## src/rtl/ddecp_pkg.sv

```systemverilog
// Package with constants and types for the disk drive event command port.
package ddecp_pkg;
    localparam logic [2:0] ADDR_EVENT = 3'h7;
    localparam logic [2:0] ADDR_ESCAPE = 3'h0;
    localparam logic [2:0] ADDR_HEAD = 3'h5;
    localparam logic [2:0] ADDR_STATUS = 3'h7;
    localparam logic [2:0] ADDR_DETAIL = 3'h2;
    localparam int BIT_INTR = 1;
    localparam int BIT_HEAD = 5;
    localparam int BIT_ESCAPE = 7;
    localparam int BIT_DIAG = 0;
    localparam logic DIR_FROM_ADAPTER = 1'b1;
    localparam logic DIR_TO_ADAPTER = 1'b0;
    localparam int EXEC_NS = 80;
    localparam int CLK_NS = 8;
    localparam int EXEC_CYC = (EXEC_NS + CLK_NS - 1) / CLK_NS;
    localparam logic [3:0] EXEC_CYC_W = 4'(EXEC_CYC);
    localparam logic [7:0] DIAG_INIT = 8'h00;

    typedef struct packed {
        logic ready;
        logic [2:0] addr;
        logic dir;
    } ddecp_req_t;

    typedef enum logic [2:0] {
        ST_IDLE = 3'b000,
        ST_EVBYTE = 3'b001,
        ST_HEAD = 3'b010,
        ST_ESC = 3'b011,
        ST_EXEC = 3'b100,
        ST_STAT = 3'b101,
        ST_WAIT = 3'b110
    } ddecp_state_t;
endpackage

```

## src/rtl/ddecp_port.sv

```systemverilog
// Drive-side command sequencer for the event command port.
`timescale 1ns/1ps
`default_nettype none
module ddecp_port (
    input wire logic clk,
    input wire logic nrst,
    input wire logic event_in,
    input wire logic ack_in,
    input wire logic [7:0] bus_in,
    output logic [7:0] bus_out,
    output logic bus_oe,
    output ddecp_pkg::ddecp_req_t req,
    output logic intr_req,
    output logic [7:0] head_reg,
    output logic [7:0] op_reg,
    output logic op_start,
    input wire logic op_done,
    input wire logic [7:0] status_in,
    input wire logic diag_event,
    input wire logic [7:0] diag_code
);
    import ddecp_pkg::*;

    // ==========================================================
    // Input synchronisers.
    logic [2:0] ev_sync_reg;
    logic [2:0] ack_sync_reg;
    logic ev_reg;
    logic ack_reg;
    always_ff @(posedge clk or negedge nrst) begin
        if (!nrst) begin
            ev_sync_reg <= 3'h0;
            ack_sync_reg <= 3'h0;
            ev_reg <= 1'b0;
            ack_reg <= 1'b0;
        end else begin
            ev_sync_reg <= {ev_sync_reg[1:0], event_in};
            ack_sync_reg <= {ack_sync_reg[1:0], ack_in};
            if (ev_sync_reg[1] == ev_sync_reg[2]) begin
                ev_reg <= ev_sync_reg[2];
            end
            if (ack_sync_reg[1] == ack_sync_reg[2]) begin
                ack_reg <= ack_sync_reg[2];
            end
        end
    end

    // ==========================================================
    // Command sequencer.
    ddecp_state_t state_reg;
    ddecp_state_t ret_reg;
    logic [7:0] esc_reg;
    logic [7:0] diag_reg;
    logic exec_done;
    logic intr_en_reg;
    logic [3:0] cnt_reg;
    logic op_started_reg;

    always_ff @(posedge clk or negedge nrst) begin
        if (!nrst) begin
            state_reg <= ST_IDLE;
            ret_reg <= ST_IDLE;
            op_reg <= 8'h00;
            head_reg <= 8'h00;
            esc_reg <= 8'h00;
            intr_en_reg <= 1'b0;
            cnt_reg <= 4'h0;
            op_started_reg <= 1'b0;
        end else begin
            unique case (state_reg)
                ST_IDLE: begin
                    if (ev_reg) begin
                        state_reg <= ST_EVBYTE;
                    end
                end
                ST_EVBYTE: begin
                    if (ack_reg) begin
                        op_reg <= bus_in;
                        intr_en_reg <= bus_in[BIT_INTR];
                        esc_reg <= 8'h00;
                        ret_reg <= ST_EXEC;
                        if (bus_in[BIT_HEAD]) begin
                            state_reg <= ST_WAIT;
                            ret_reg <= ST_HEAD;
                        end else if (bus_in[BIT_ESCAPE]) begin
                            state_reg <= ST_WAIT;
                            ret_reg <= ST_ESC;
                        end else begin
                            state_reg <= ST_WAIT;
                        end
                    end
                end
                ST_HEAD: begin
                    if (ack_reg) begin
                        head_reg <= bus_in;
                        state_reg <= ST_WAIT;
                        ret_reg <= op_reg[BIT_ESCAPE] ? ST_ESC : ST_EXEC;
                    end
                end
                ST_ESC: begin
                    if (ack_reg) begin
                        esc_reg <= bus_in;
                        state_reg <= ST_WAIT;
                        ret_reg <= ST_EXEC;
                    end
                end
                ST_WAIT: begin
                    if (!ack_reg) begin
                        state_reg <= ret_reg;
                        cnt_reg <= 4'h0;
                        op_started_reg <= 1'b0;
                    end
                end
                ST_EXEC: begin
                    op_started_reg <= 1'b1;
                    if (cnt_reg != EXEC_CYC_W) begin
                        cnt_reg <= cnt_reg + 4'h1;
                    end
                    if (exec_done) begin
                        state_reg <= ST_STAT;
                    end
                end
                ST_STAT: begin
                    if (ack_reg) begin
                        ret_reg <= ST_IDLE;
                        state_reg <= ST_WAIT;
                    end
                end
                default: state_reg <= ST_IDLE;
            endcase
        end
    end

    assign op_start = (state_reg == ST_EXEC) && !op_started_reg;

    // Execution ends once the minimum time has run and the work reports done.
    // The status byte is loaded then, so it stands for the whole request.
    assign exec_done = (state_reg == ST_EXEC) && op_started_reg && op_done
        && (cnt_reg == EXEC_CYC_W);

    // ==========================================================
    // Diagnostic record.
    always_ff @(posedge clk or negedge nrst) begin
        if (!nrst) begin
            diag_reg <= DIAG_INIT;
        end else if (diag_event) begin
            diag_reg <= diag_code;
        end
    end

    // ==========================================================
    // Bus side and request strobe.
    logic diag_sel;
    assign diag_sel = esc_reg[BIT_DIAG];
    always_ff @(posedge clk or negedge nrst) begin
        if (!nrst) begin
            bus_out <= 8'h00;
        end else if (exec_done) begin
            bus_out <= diag_sel ? diag_reg : status_in;
        end
    end

    always_comb begin
        req.ready = 1'b0;
        req.addr = ADDR_EVENT;
        req.dir = DIR_FROM_ADAPTER;
        unique case (state_reg)
            ST_EVBYTE: begin
                req.ready = 1'b1;
                req.addr = ADDR_EVENT;
            end
            ST_HEAD: begin
                req.ready = 1'b1;
                req.addr = ADDR_HEAD;
            end
            ST_ESC: begin
                req.ready = 1'b1;
                req.addr = ADDR_ESCAPE;
            end
            ST_STAT: begin
                req.ready = 1'b1;
                req.dir = DIR_TO_ADAPTER;
                req.addr = diag_sel ? ADDR_DETAIL : ADDR_STATUS;
            end
            default: begin
                req.ready = 1'b0;
            end
        endcase
    end
    assign bus_oe = (state_reg == ST_STAT);

    // Interrupt is not gated by any select input.
    always_ff @(posedge clk or negedge nrst) begin
        if (!nrst) begin
            intr_req <= 1'b0;
        end else if (state_reg == ST_STAT && intr_en_reg) begin
            intr_req <= 1'b1;
        end else if (state_reg == ST_EVBYTE) begin
            intr_req <= 1'b0;
        end
    end
endmodule
`default_nettype wire

```

## config.mk

```make
export PLATFORM = sky130hd
export DESIGN_NAME = ddecp_port
export DESIGN_NICKNAME = d
export VERILOG_FILES = /design/src/rtl/ddecp_pkg.sv /design/src/rtl/ddecp_port.sv
export SDC_FILE = /design/constraint.sdc
export NUM_CORES = 1
export LEC_CHECK = 0
export BUFFER_PORTS_ARGS = -buffer_cell sky130_fd_sc_hd__buf_2
export CAP_MARGIN = 20
export CORE_UTILIZATION = 47
export DETAILED_ROUTE_END_ITERATION = 6
export PLACE_DENSITY = 0.78
export SYNTH_ARGS = -nofsm -noshare
export SYNTH_HDL_FRONTEND = slang
export SYNTH_SLANG_ARGS = --single-unit
```

## constraint.sdc

```tcl
create_clock -name clk -period 1.6 [get_ports clk]
set_input_delay 0.32 -clock clk [delete_from_list [all_inputs] [get_ports clk]]
set_output_delay 0.32 -clock clk [all_outputs]
set_load 0.01 [all_outputs]
```

# ---- After elaboration in Yosys (flattened, before gate mapping)
# Cells that the tools add are included.
# Widths: inputs -> output; s select.
dict set report word_totals {
  word_cells 82
  regBits 54
}
dict set report classes {
  muxes 28
  n_eq_ne 19
  n_addsub 1
  n_reduce_logical 19
}
# cell n
set ops {}
lappend ops {{$mux 3} 12}
lappend ops {{$pmux 3 s4} 2}
lappend ops {{$ne 2x2->1 const B} 7}
lappend ops {{$eq 3x3->1 const B} 3}
lappend ops {{$pmux 3 s3} 1}
lappend ops {{$mux 4} 2}
lappend ops {{$mux 8} 1}
lappend ops {{$pmux 4 s2} 1}
lappend ops {{$mux 1} 7}
lappend ops {{$eq 3x2->1 const B} 2}
lappend ops {{$reduce_and 2->1} 3}
lappend ops {{$reduce_and 3->1} 2}
lappend ops {{$reduce_bool 2->1} 3}
lappend ops {{$logic_and 1x1->1} 5}
lappend ops {{$reduce_and 5->1} 1}
lappend ops {{$add 4x1->4 const B} 1}
lappend ops {{$eq 4x4->1 const B} 1}
lappend ops {{$ne 2x1->1 const B} 2}
lappend ops {{$ne 4x4->1 const B} 1}
lappend ops {{$pmux 1 s2} 2}
lappend ops {{$reduce_and 4->1} 1}
lappend ops {{$reduce_bool 4->1} 1}
lappend ops {{$reduce_or 4->1} 1}
lappend ops {{$eq 3x1->1 const B} 1}
lappend ops {{3 further kinds} 4}

# ---- Longest topological paths before layout
# Gate-level depths: netlist (run 1).
dict set report logic_depth {
  ltp_word 6
  depth_mapped 8
}

# ---- Worst setup path after synthesis (run 1)
# Ideal clock, no wire load.
dict set report synth_path {
  kind {register -> register}
  from {reg cnt_reg[0]}
  to {reg state_reg[0]}
  path_slack_ps 8
  arrival_ps 1459
  required_ps 1468
  stages_incl_launch_ff 8
  synth_period_minus_slack_ps 1592
  cell_sequence {dfrtp_1 inv_1 ha_1 and3b_1 buf_4 a311o_1 o211ai_1 o41ai_2}
}
dict set report synth_between {
  elab_chain_len 4
}
# element line
set synth_lines {}
lappend synth_lines {{start: declaration} ddecp_port.sv:56} ;# logic [3:0] cnt_reg;
lappend synth_lines {{start signal: assignment} ddecp_port.sv:117} ;# cnt_reg <= cnt_reg + 4'h1;
lappend synth_lines {{$eq 4x4->1} ddecp_port.sv:139} ;# && (cnt_reg == EXEC_CYC_W);
lappend synth_lines {{$logic_and 1x1->1} ddecp_port.sv:139}
lappend synth_lines {{$ne 2x2->1 (no source line)} --}
lappend synth_lines {{$reduce_and 4->1 (no source line)} --}
lappend synth_lines {{end signal: assignment} ddecp_port.sv:109} ;# state_reg <= ret_reg;
lappend synth_lines {{end: declaration} ddecp_port.sv:50} ;# ddecp_state_t state_reg;
# Every way passes these cells.
# A chain may end at the register's enable or synchronous reset.

# ---- Final worst setup path (run 1)
dict set report layout_path {
  from {reg state_reg[1]}
  to {out op_start}
}
dict set report layout_between {
  elab_chain_len 2
}
# element line
set layout_lines {}
lappend layout_lines {{$eq 3x3->1} ddecp_port.sv:134} ;# assign op_start = (state_reg == ST_EXEC) && !op_started_reg;
lappend layout_lines {{$logic_and 1x1->1} ddecp_port.sv:134}
lappend layout_lines {{end: declaration} ddecp_port.sv:16} ;# output logic op_start,
# Every way passes these cells.

==> metrics.cfg, run 1 <==
[setup_path]
worst-r2r-setup-slack_ns=0.04
timing.critical_path.slowest_stage_cell=dfrtp_2
worst-path-buf-inv=3
worst-endpoint-required_ns=1.28
worst_stage_delay_on_the_critical_path_ns=0.43
worst_setup_path_start_kind=flip-flop
reg2reg_depth=5
criticalPathCategory=flip-flop to primary output
cp.arrival_ns=1.28
timing.critical_path.cells=buf_6, buf_4, nor3_4, buf_2
critical_path.max_fanout=7
path_delay_family=buffers and inverters
nature_of_the_critical_path_endpoint=primary output
end_of_the_worst_register_to_register_path=head_reg[6]
r2r_start=state_reg[2]

[global_route]
grt_first_pass_wirelength_um=7800
grt_start_max_net_pins=54
vias_in_the_first_global_route=1679
antenna_found_initial=0
gr-usage-all-layers_pct=19.6
global_route.overflow_total=0

[cells_and_area]
leading_cell_type_in_the_layout_fill_and_taps_excluded=buf_2
final_nets=306
ff_latch_area_um2=1330
multiInputGateArea_um2=962
fill_cells=363
count_of_placed_standard_cells_in_the_final_layout_fillers_left_out=341
fin_util_pct=64.0
final_cell_mix=60 x buf_2, 50 x dfrtp_1, 20 x nand2_1
diodes=0
area.growth.synth_to_final_pct=30.0
final_layout_size_suffix_gt1_share_pct=50.0

[logic_synthesis]
area_contributors_post_synth=dfrtp_1 56%, mux2_2 11%, nand2_1 3.5%
top_flip_flop_cell_by_instance_count_after_synthesis=dfrtp_1
syn_avg_cell_area_um2=12.1
mappedNetlistArea_um2=2360
postSynthNetCount=226
post_synth_edffs=0
syn-instance-count=194
synth_seq_cells=53
synthArstFlopShare_pct=100
synth.yosys.warnings=0
netlist-cell-type-count=38
yosys.area.top_type_share_pct=56.3
netlist.top_cell.by_area=dfrtp_1
synth_seq_area_share_pct=56.3

[die]
die_w_um=72.8
die_area_um2=5300
placement_rows=25
core_area_um2=4790
start_util_pct=49.2
pin_count=62
die_y_um=72.8

[clock_tree]
insertion_delay_ns=0.30
cts_root_buf=clkbuf_8
clock_tree_from_tritoncts=built
cts_num_sinks=53
cts_htree_levels=2
path_clk_slew_ns=0.09
numCtsBuffers=5
cts-root-to-sink-buffers=2

[timing]
clock-skew-final_ns=0.00476
final_max_slew_viol_count=0
timing.fmax_mhz=626
slew-limit-headroom_pct=73.5
grt_setup_unrepaired=yes
final-setup-viol-count=0
fin_worst_hold_slack_ns=-0.00209
setup_tns_ns=0
tightest_slew_ns=0.388
final_period_minus_worst_setup_slack_ns=1.60
min_period_over_period_pct=99.9
hold_vio_cnt_final=2

[placement]
finalWeightedCongestion=0.813
place.detailed.hpwl_um=3290
numPortBuffers=61
post-place-cells=325

[route]
route.detailed.wl_per_inst_um=14.1
via_per_inst=5.04
detailedRoute.firstPassIterationCount=4
dr_total_vias=1717
drc_errors=0
detail_route.wirelength_um=4820
route.antenna.remaining_nets=0
dr.first_iter.drc_count=45

[flow_run]
maxCapViolCount=0

[power_and_ir_drop]
worst_ir_drop_vdd_mv=1.19
p_leak_nw=1.49
power_per_cell_area_nw_per_um2=1800
power_mw=5.51

[status]
run_status=finished, violations left
violated_checks=hold timing

[hold_path]
worstHoldPathType=input pin to async pin

[kinds of logic (layout without fill, tap and decap cells)]
kind of cell / Yosys count / count (layout) / synth area share (%)
AOI/OAI and AO/OA: 39 / 39 / 10.4
muxes: 32 / 32 / 14.9
DFF: 53 / 53 / 56.3
adders and majority gates: 4 / 4 / 1.91
and+or+nand+nor: 46 / 46 / 11.4
buffers and inverters: 20 / 100 / 5.20
[through the flow]
stage | instance area (um^2) | setup WS (ns)
floorplan | 2360 | 0.00837
global placement | 2800 | 0.0676
detailed placement | 2800 | 0.0236
CTS | 2990 | -0.0316
global route | 3060 | -0.0744
finish | 3060 | 0.00164
[cell type report]
class                      instances  area share [%]
clock buffer                       5            2.25
clock inverter                     2            1.14
inverter                           6           0.736
multi-input combinational        121            31.4
sequential                        53            43.4
tap                               67            2.74
timing repair buffer              87            18.3
[worst reg2reg max path, delay by kind of cell (launching register included)]
kind                   cells  cell delay (ns)
AND/OR/NAND/NOR            1             0.24
multiplexers               1             0.33
buffers and inverters      3             0.43
flip-flops                 1             0.45
[worst max path at each step]
stage,startpoint,slack [ns],end,depth (start not counted)
floorplan,cnt_reg[0],0.008,state_reg[0],7
global placement,cnt_reg[0],0.07,state_reg[0],6
detailed placement,cnt_reg[0],0.02,state_reg[0],6
CTS,state_reg[1],-0.03,bus_oe,4
global route,state_reg[1],-0.07,bus_oe,4
finish,state_reg[1],0.002,op_start,4
[timing repair]
item / CTS / global route
hold buffers: 0 / 0
pin swaps: 1 / 7
buffers inserted: 6 / 3
resized for setup: 10 / 13
hold endpoints to repair: 0 / 0
endpoints found under the setup margin: 8 / 23
[synth_stat cells, types with 2 or more instances]
master,number
buf_2,2
buf_6,4
ha_1,2
o21ai_0,11
inv_1,6
nand2b_4,2
buf_4,4
nor2_1,5
nand2b_1,2
nand3_1,2
nand2_1,22
o22a_1,2
dfrtp_1,53
o21ai_1,7
nor3_1,4
maj3_1,2
a31oi_1,2
o21ai_2,2
a21oi_1,8
mux2i_1,8
mux2_2,24
clkbuf_1,4
[routing by layer]
metal / up-vias / part of all wire [%] / wire length (um) / track usage, %
met3: 5 / 3.6 / 173 / 4.83
met5: - / 0 / 0 / 0
met2: 34 / 53 / 2540 / 34.5
met4: 0 / 1.4 / 68 / 6.75
met1: 842 / 42 / 2040 / 23.6
li1: 836 / - / - / -
[power by group]
group	total, mW	switching [mW]	internal (mW)
clock	0.862	0.407	0.455
sequential	2.11	0.303	1.81
combinational	2.54	1.22	1.32
total	5.51	1.93	3.58
No activity file was read; power rests on OpenSTA's default activity.
==> run 2, diff against run 1 <==
Settings changed: CELL_PAD_IN_SITES_DETAIL_PLACEMENT set to 1, CELL_PAD_IN_SITES_GLOBAL_PLACEMENT set to 2, CORE_UTILIZATION 47 to 30, PLACE_DENSITY 0.78 to 0.77.
==> run 2 against run 1 <==
Against the previous run:
- the flow finishes with violations (setup timing)
- fmax fell by 0.18%
- routed wire length rose by 20%
- clock power fell by 10%
- sequential cell count did not move
- count of clock-buffer cells in the layout did not move
- sequential power barely moved
- combinational power rose by 6%
- critical path type unchanged
- critical endpoint is now req[4]
- largest power group unchanged
- highest routed layer unchanged
==> metrics.cfg, run 2 (synthesized netlist as in run 1, its figures left out) <==
[setup_path]
timing.critical_path.slowest_stage_cell=dfrtp_2
worst-endpoint-required_ns=1.28
end_of_the_worst_register_to_register_path=op_reg[7]
timing.critical_path.cells=buf_4, nand2b_4, nand2_2, buf_6
worst_stage_delay_on_the_critical_path_ns=0.45
critical_path.max_fanout=7
critical_path_cell_count=4
criticalPathCategory=flip-flop to primary output
worst-r2r-setup-slack_ns=0.02
reg2reg_depth=5
path_delay_family=flip-flops
nature_of_the_critical_path_endpoint=primary output
worst_setup_path_start_kind=flip-flop
worst-path-buf-inv=2
r2r_start=state_reg[1]
cp.arrival_ns=1.28

[placement]
post-place-cells=358
place.detailed.hpwl_um=4010
numPortBuffers=61
placement.setup.worst_slack_ns=-0.0176
finalWeightedCongestion=0.780

[clock_tree]
insertion_delay_ns=0.30
clock_tree_from_tritoncts=built
cts_num_sinks=53
cts-root-to-sink-buffers=2
cts_root_buf=clkbuf_8
path_clk_slew_ns=0.10
cts_htree_levels=2
numCtsBuffers=5

[cells_and_area]
final_nets=312
final_cell_mix=57 x buf_2, 50 x dfrtp_1, 24 x mux2_2
diodes=0
fill_cells=822
leading_cell_type_in_the_layout_fill_and_taps_excluded=buf_2
area.growth.synth_to_final_pct=36.3
fin_util_pct=43.3
count_of_placed_standard_cells_in_the_final_layout_fillers_left_out=380
final_layout_size_suffix_gt1_share_pct=52.7

[timing]
slew-limit-headroom_pct=63.4
grt_setup_unrepaired=yes
clock-skew-final_ns=0.0101
fin_worst_hold_slack_ns=0.113
timing.fmax_mhz=625
final-setup-viol-count=1
tightest_slew_ns=0.549
final_period_minus_worst_setup_slack_ns=1.60
hold_vio_cnt_final=0
min_period_over_period_pct=100
final_max_slew_viol_count=0
fin_ws_ns=-0.00125

[die]
die_y_um=90.6
start_util_pct=31.8
die_area_um2=8210
placement_rows=31
core_area_um2=7410
pin_count=62
die_w_um=90.6

[global_route]
grt_start_max_net_pins=23
global_route.overflow_total=0
grt_first_pass_wirelength_um=9560
antenna_found_initial=0
vias_in_the_first_global_route=1931
gr-usage-all-layers_pct=14.7

[status]
run_status=finished, violations left
violated_checks=setup timing

[route]
dr.first_iter.drc_count=64
route.antenna.remaining_nets=0
dr_total_vias=1772
via_per_inst=4.66
route.detailed.wl_per_inst_um=15.2
detailedRoute.firstPassIterationCount=4
detail_route.wirelength_um=5770
drc_errors=0

[hold_path]
hold_start=ack_in
timing.hold.worst_path_depth=1
hold_path_end=ack_sync_reg[0]
worstHoldPathType=input pin to flip-flop

[flow_run]
maxCapViolCount=0

[power_and_ir_drop]
p_leak_nw=1.51
worst_ir_drop_vdd_mv=0.752
power_mw=5.57
power_per_cell_area_nw_per_um2=1730

-- run 2: layout make-up --
| cell class | instances | area (um^2) | area share [%] |
|---|---|---|---|
| well taps | 99 | 124 | 3.86 |
| clock inverters | 3 | 25.0 | 0.779 |
| repair buffers | 93 | 677 | 21.1 |
| inverters | 6 | 22.5 | 0.701 |
| flip-flops and latches | 53 | 1330 | 41.4 |
| clock buffers | 5 | 68.8 | 2.14 |
| multi-input cells | 121 | 963 | 30.0 |
-- run 2: timing repair --
item,4_1_cts,5_1_grt
hold endpoints to repair,13,0
setup endpoints to repair,8,33
gates resized for setup,16,14
setup buffers,11,2
hold buffers,1,0
cloned,0,1
pin swaps,3,7
-- run 2: worst reg2reg max path: cells and delay by family, from the launching register on --
kind / cells / cell delay [ns]
DFF: 1 / 0.45
and+or+nand+nor: 2 / 0.38
muxes: 1 / 0.33
buffers and inverters: 2 / 0.32
-- run 2: worst max-delay path by stage --
stage                 start      endpoint  slack, ns
4_1_cts        state_reg[1]        bus_oe      -0.03
3_5_place_dp     cnt_reg[0]  state_reg[0]      -0.02
5_1_grt        state_reg[1]        bus_oe      -0.07
2_1_floorplan    cnt_reg[0]  state_reg[0]      0.008
6_report       state_reg[1]        req[4]     -0.001
3_3_place_gp     cnt_reg[0]  state_reg[0]       0.09
-- run 2: power by group --
part | internal [mW] | leakage [nW] | switching, mW | total (mW)
Sequential | 1.81 | 0.643 | 0.306 | 2.11
Combinational | 1.37 | 0.825 | 1.31 | 2.68
Clock | 0.317 | 0.0447 | 0.457 | 0.774
Total | 3.50 | 1.51 | 2.07 | 5.57
-- run 2: metal layers --
metal | vias to the layer above | share of wire [%] | GRT usage (%)
met5 | - | 0 | 0
met4 | 0 | 1.4 | 5.38
met3 | 5 | 2.7 | 2.69
met2 | 27 | 51 | 24.6
met1 | 890 | 45 | 18.8
li1 | 850 | - | -
-- run 2: through the flow --
stage               cell area, um^2  setup TNS, ns
detailed placement             2880        -0.0176
global route                   3210         -0.577
finish                         3210       -0.00125
global placement               2880              0
CTS                            3120        -0.0840
floorplan                      2360              0
==> run 3, diff against run 2 <==
--- a/constraint.sdc
+++ b/constraint.sdc
@@ -3,2 +3,2 @@
 set_output_delay 0.32 -clock clk [all_outputs]
-set_load 0.01 [all_outputs]
+set_load 0.1 [all_outputs]
==> run 3 against run 2 <==
Against the previous run:
- the flow still finishes with violations (setup timing)
- sequential cell count stayed put
- register-to-register slack got worse by 0.06 ns
- cell count rose by 0.79%
- routed wire length shrank 0.31%
- worst hold slack gained 0.0099 ns
- via count increased by 0.96%
- non-clock buffer count increased by 3
- largest cell class unchanged
==> metrics.cfg, run 3 (synthesized netlist as in run 1, its figures left out) <==
[cells_and_area]
final_layout_size_suffix_gt1_share_pct=54.2
leading_cell_type_in_the_layout_fill_and_taps_excluded=buf_2
fill_cells=798
final_cell_mix=54 x buf_2, 50 x dfrtp_1, 24 x mux2_2
ff_latch_area_um2=1330
diodes=0
area.growth.synth_to_final_pct=41.2
multiInputGateArea_um2=998
final_nets=315

[timing]
clock-skew-final_ns=0.0123
timing.fmax_mhz=587
final-setup-viol-count=14
hold_vio_cnt_final=0
final_period_minus_worst_setup_slack_ns=1.70
tightest_slew_ns=0.498
min_period_over_period_pct=106
final_max_slew_viol_count=0
fin_worst_hold_slack_ns=0.123
fin_ws_ns=-0.103
slew-limit-headroom_pct=67.1
grt_setup_unrepaired=yes
setup_tns_ns=-0.561

[setup_path]
reg2reg_depth=6
end_of_the_worst_register_to_register_path=state_reg[0]
criticalPathCategory=flip-flop to primary output
critical_path.max_fanout=6
cp.arrival_ns=1.38
worstSetupEndpoint=bus_oe
nature_of_the_critical_path_endpoint=primary output
r2r_start=state_reg[1]
worst_setup_path_start_kind=flip-flop
startpoint=state_reg[1]
worst-r2r-setup-slack_ns=-0.04
worst-endpoint-required_ns=1.28

[global_route]
grt_start_max_net_pins=54
vias_in_the_first_global_route=1849
grt_first_pass_wirelength_um=9350
antenna_found_initial=0
gr-usage-all-layers_pct=14.4
global_route.overflow_total=0

[die]
pin_count=62
placement_rows=31
core_area_um2=7410
die_y_um=90.6
start_util_pct=31.8
die_w_um=90.6
die_area_um2=8210

[flow_run]
maxCapViolCount=0

[clock_tree]
clock_tree_from_tritoncts=built
cts_root_buf=clkbuf_8
insertion_delay_ns=0.30
cts_num_sinks=53
cts-root-to-sink-buffers=2
cts_htree_levels=2
numCtsBuffers=5
path_clk_slew_ns=0.10

[placement]
finalWeightedCongestion=0.753
numPortBuffers=61
place.detailed.hpwl_um=3930

[route]
via_per_inst=4.67
dr.first_iter.drc_count=56
route.antenna.remaining_nets=0
dr_total_vias=1789
route.detailed.wl_per_inst_um=15.0
detail_route.wirelength_um=5750
detailedRoute.firstPassIterationCount=4
drc_errors=0

[status]
violated_checks=setup timing
run_status=finished, violations left

[hold_path]
worstHoldPathType=input pin to flip-flop

==> run 3: area by class of cell <==
class                   instances  share of cell area (%)
flip-flops and latches         53                    40.0
multi-input cells             121                    30.0
repair buffers                 96                    22.9
well taps                      99                    3.72
clock buffers                   5                    2.07
inverters                       6                   0.790
clock inverters                 3                   0.527
==> run 3: worst min path at each step <==
| stage | startpoint | end | slack [ns] | cells past startpoint |
|---|---|---|---|---|
| 6_report | ack_in | ack_sync_reg[0] | 0.12 | 1 |
| 5_1_grt | ack_in | ack_sync_reg[0] | 0.11 | 1 |
| 4_1_cts | ack_in | ack_sync_reg[0] | 0.10 | 1 |
| 3_5_place_dp | nrst | cnt_reg[0] | 0.34 | 2 |
| 3_3_place_gp | ack_sync_reg[0] | ack_sync_reg[1] | 0.33 | 0 |
| 2_1_floorplan | nrst | ack_reg | 0.02 | 0 |
==> run 3: routing by layer <==
layer | global-route usage [%] | vias up | wire (um)
met5 | 0 | - | 0
met4 | 4.57 | 0 | 65
met3 | 2.61 | 6 | 143
met2 | 24.4 | 29 | 3060
met1 | 18.6 | 897 | 2490
li1 | - | 857 | -
==> run 3: repair_timing <==
action / in CTS / in global routing
pin swaps: 3 / 4
gates resized for setup: 12 / 15
setup endpoints to repair: 7 / 34
hold buffers: 1 / 0
gates cloned: 0 / 1
hold endpoints to repair: 2 / 0
buffers inserted: 10 / 4
==> run 3: stage by stage <==
step                setup slack (ns)  util, %  cells  area, um^2
detailed placement            0.0601     40.5    360        3000
CTS                          -0.0988     43.4    379        3220
floorplan                     -0.943        -    194        2410
global placement               0.110     40.5    360        3000
global route                  -0.156     44.9    383        3330
finish                        -0.103     44.9    383        3330
==> run 3: worst max-delay path: stages, from the launching register on <==
cell and delay (ns):
dfrtp_2 0.49, nand3b_1 0.21, buf_6 0.15, clkinvlp_4 0.07, buf_12 0.16
Power of run 3 is not shown: default switching activity piles up to over one toggle a cycle in this logic, so the estimate is an artifact.
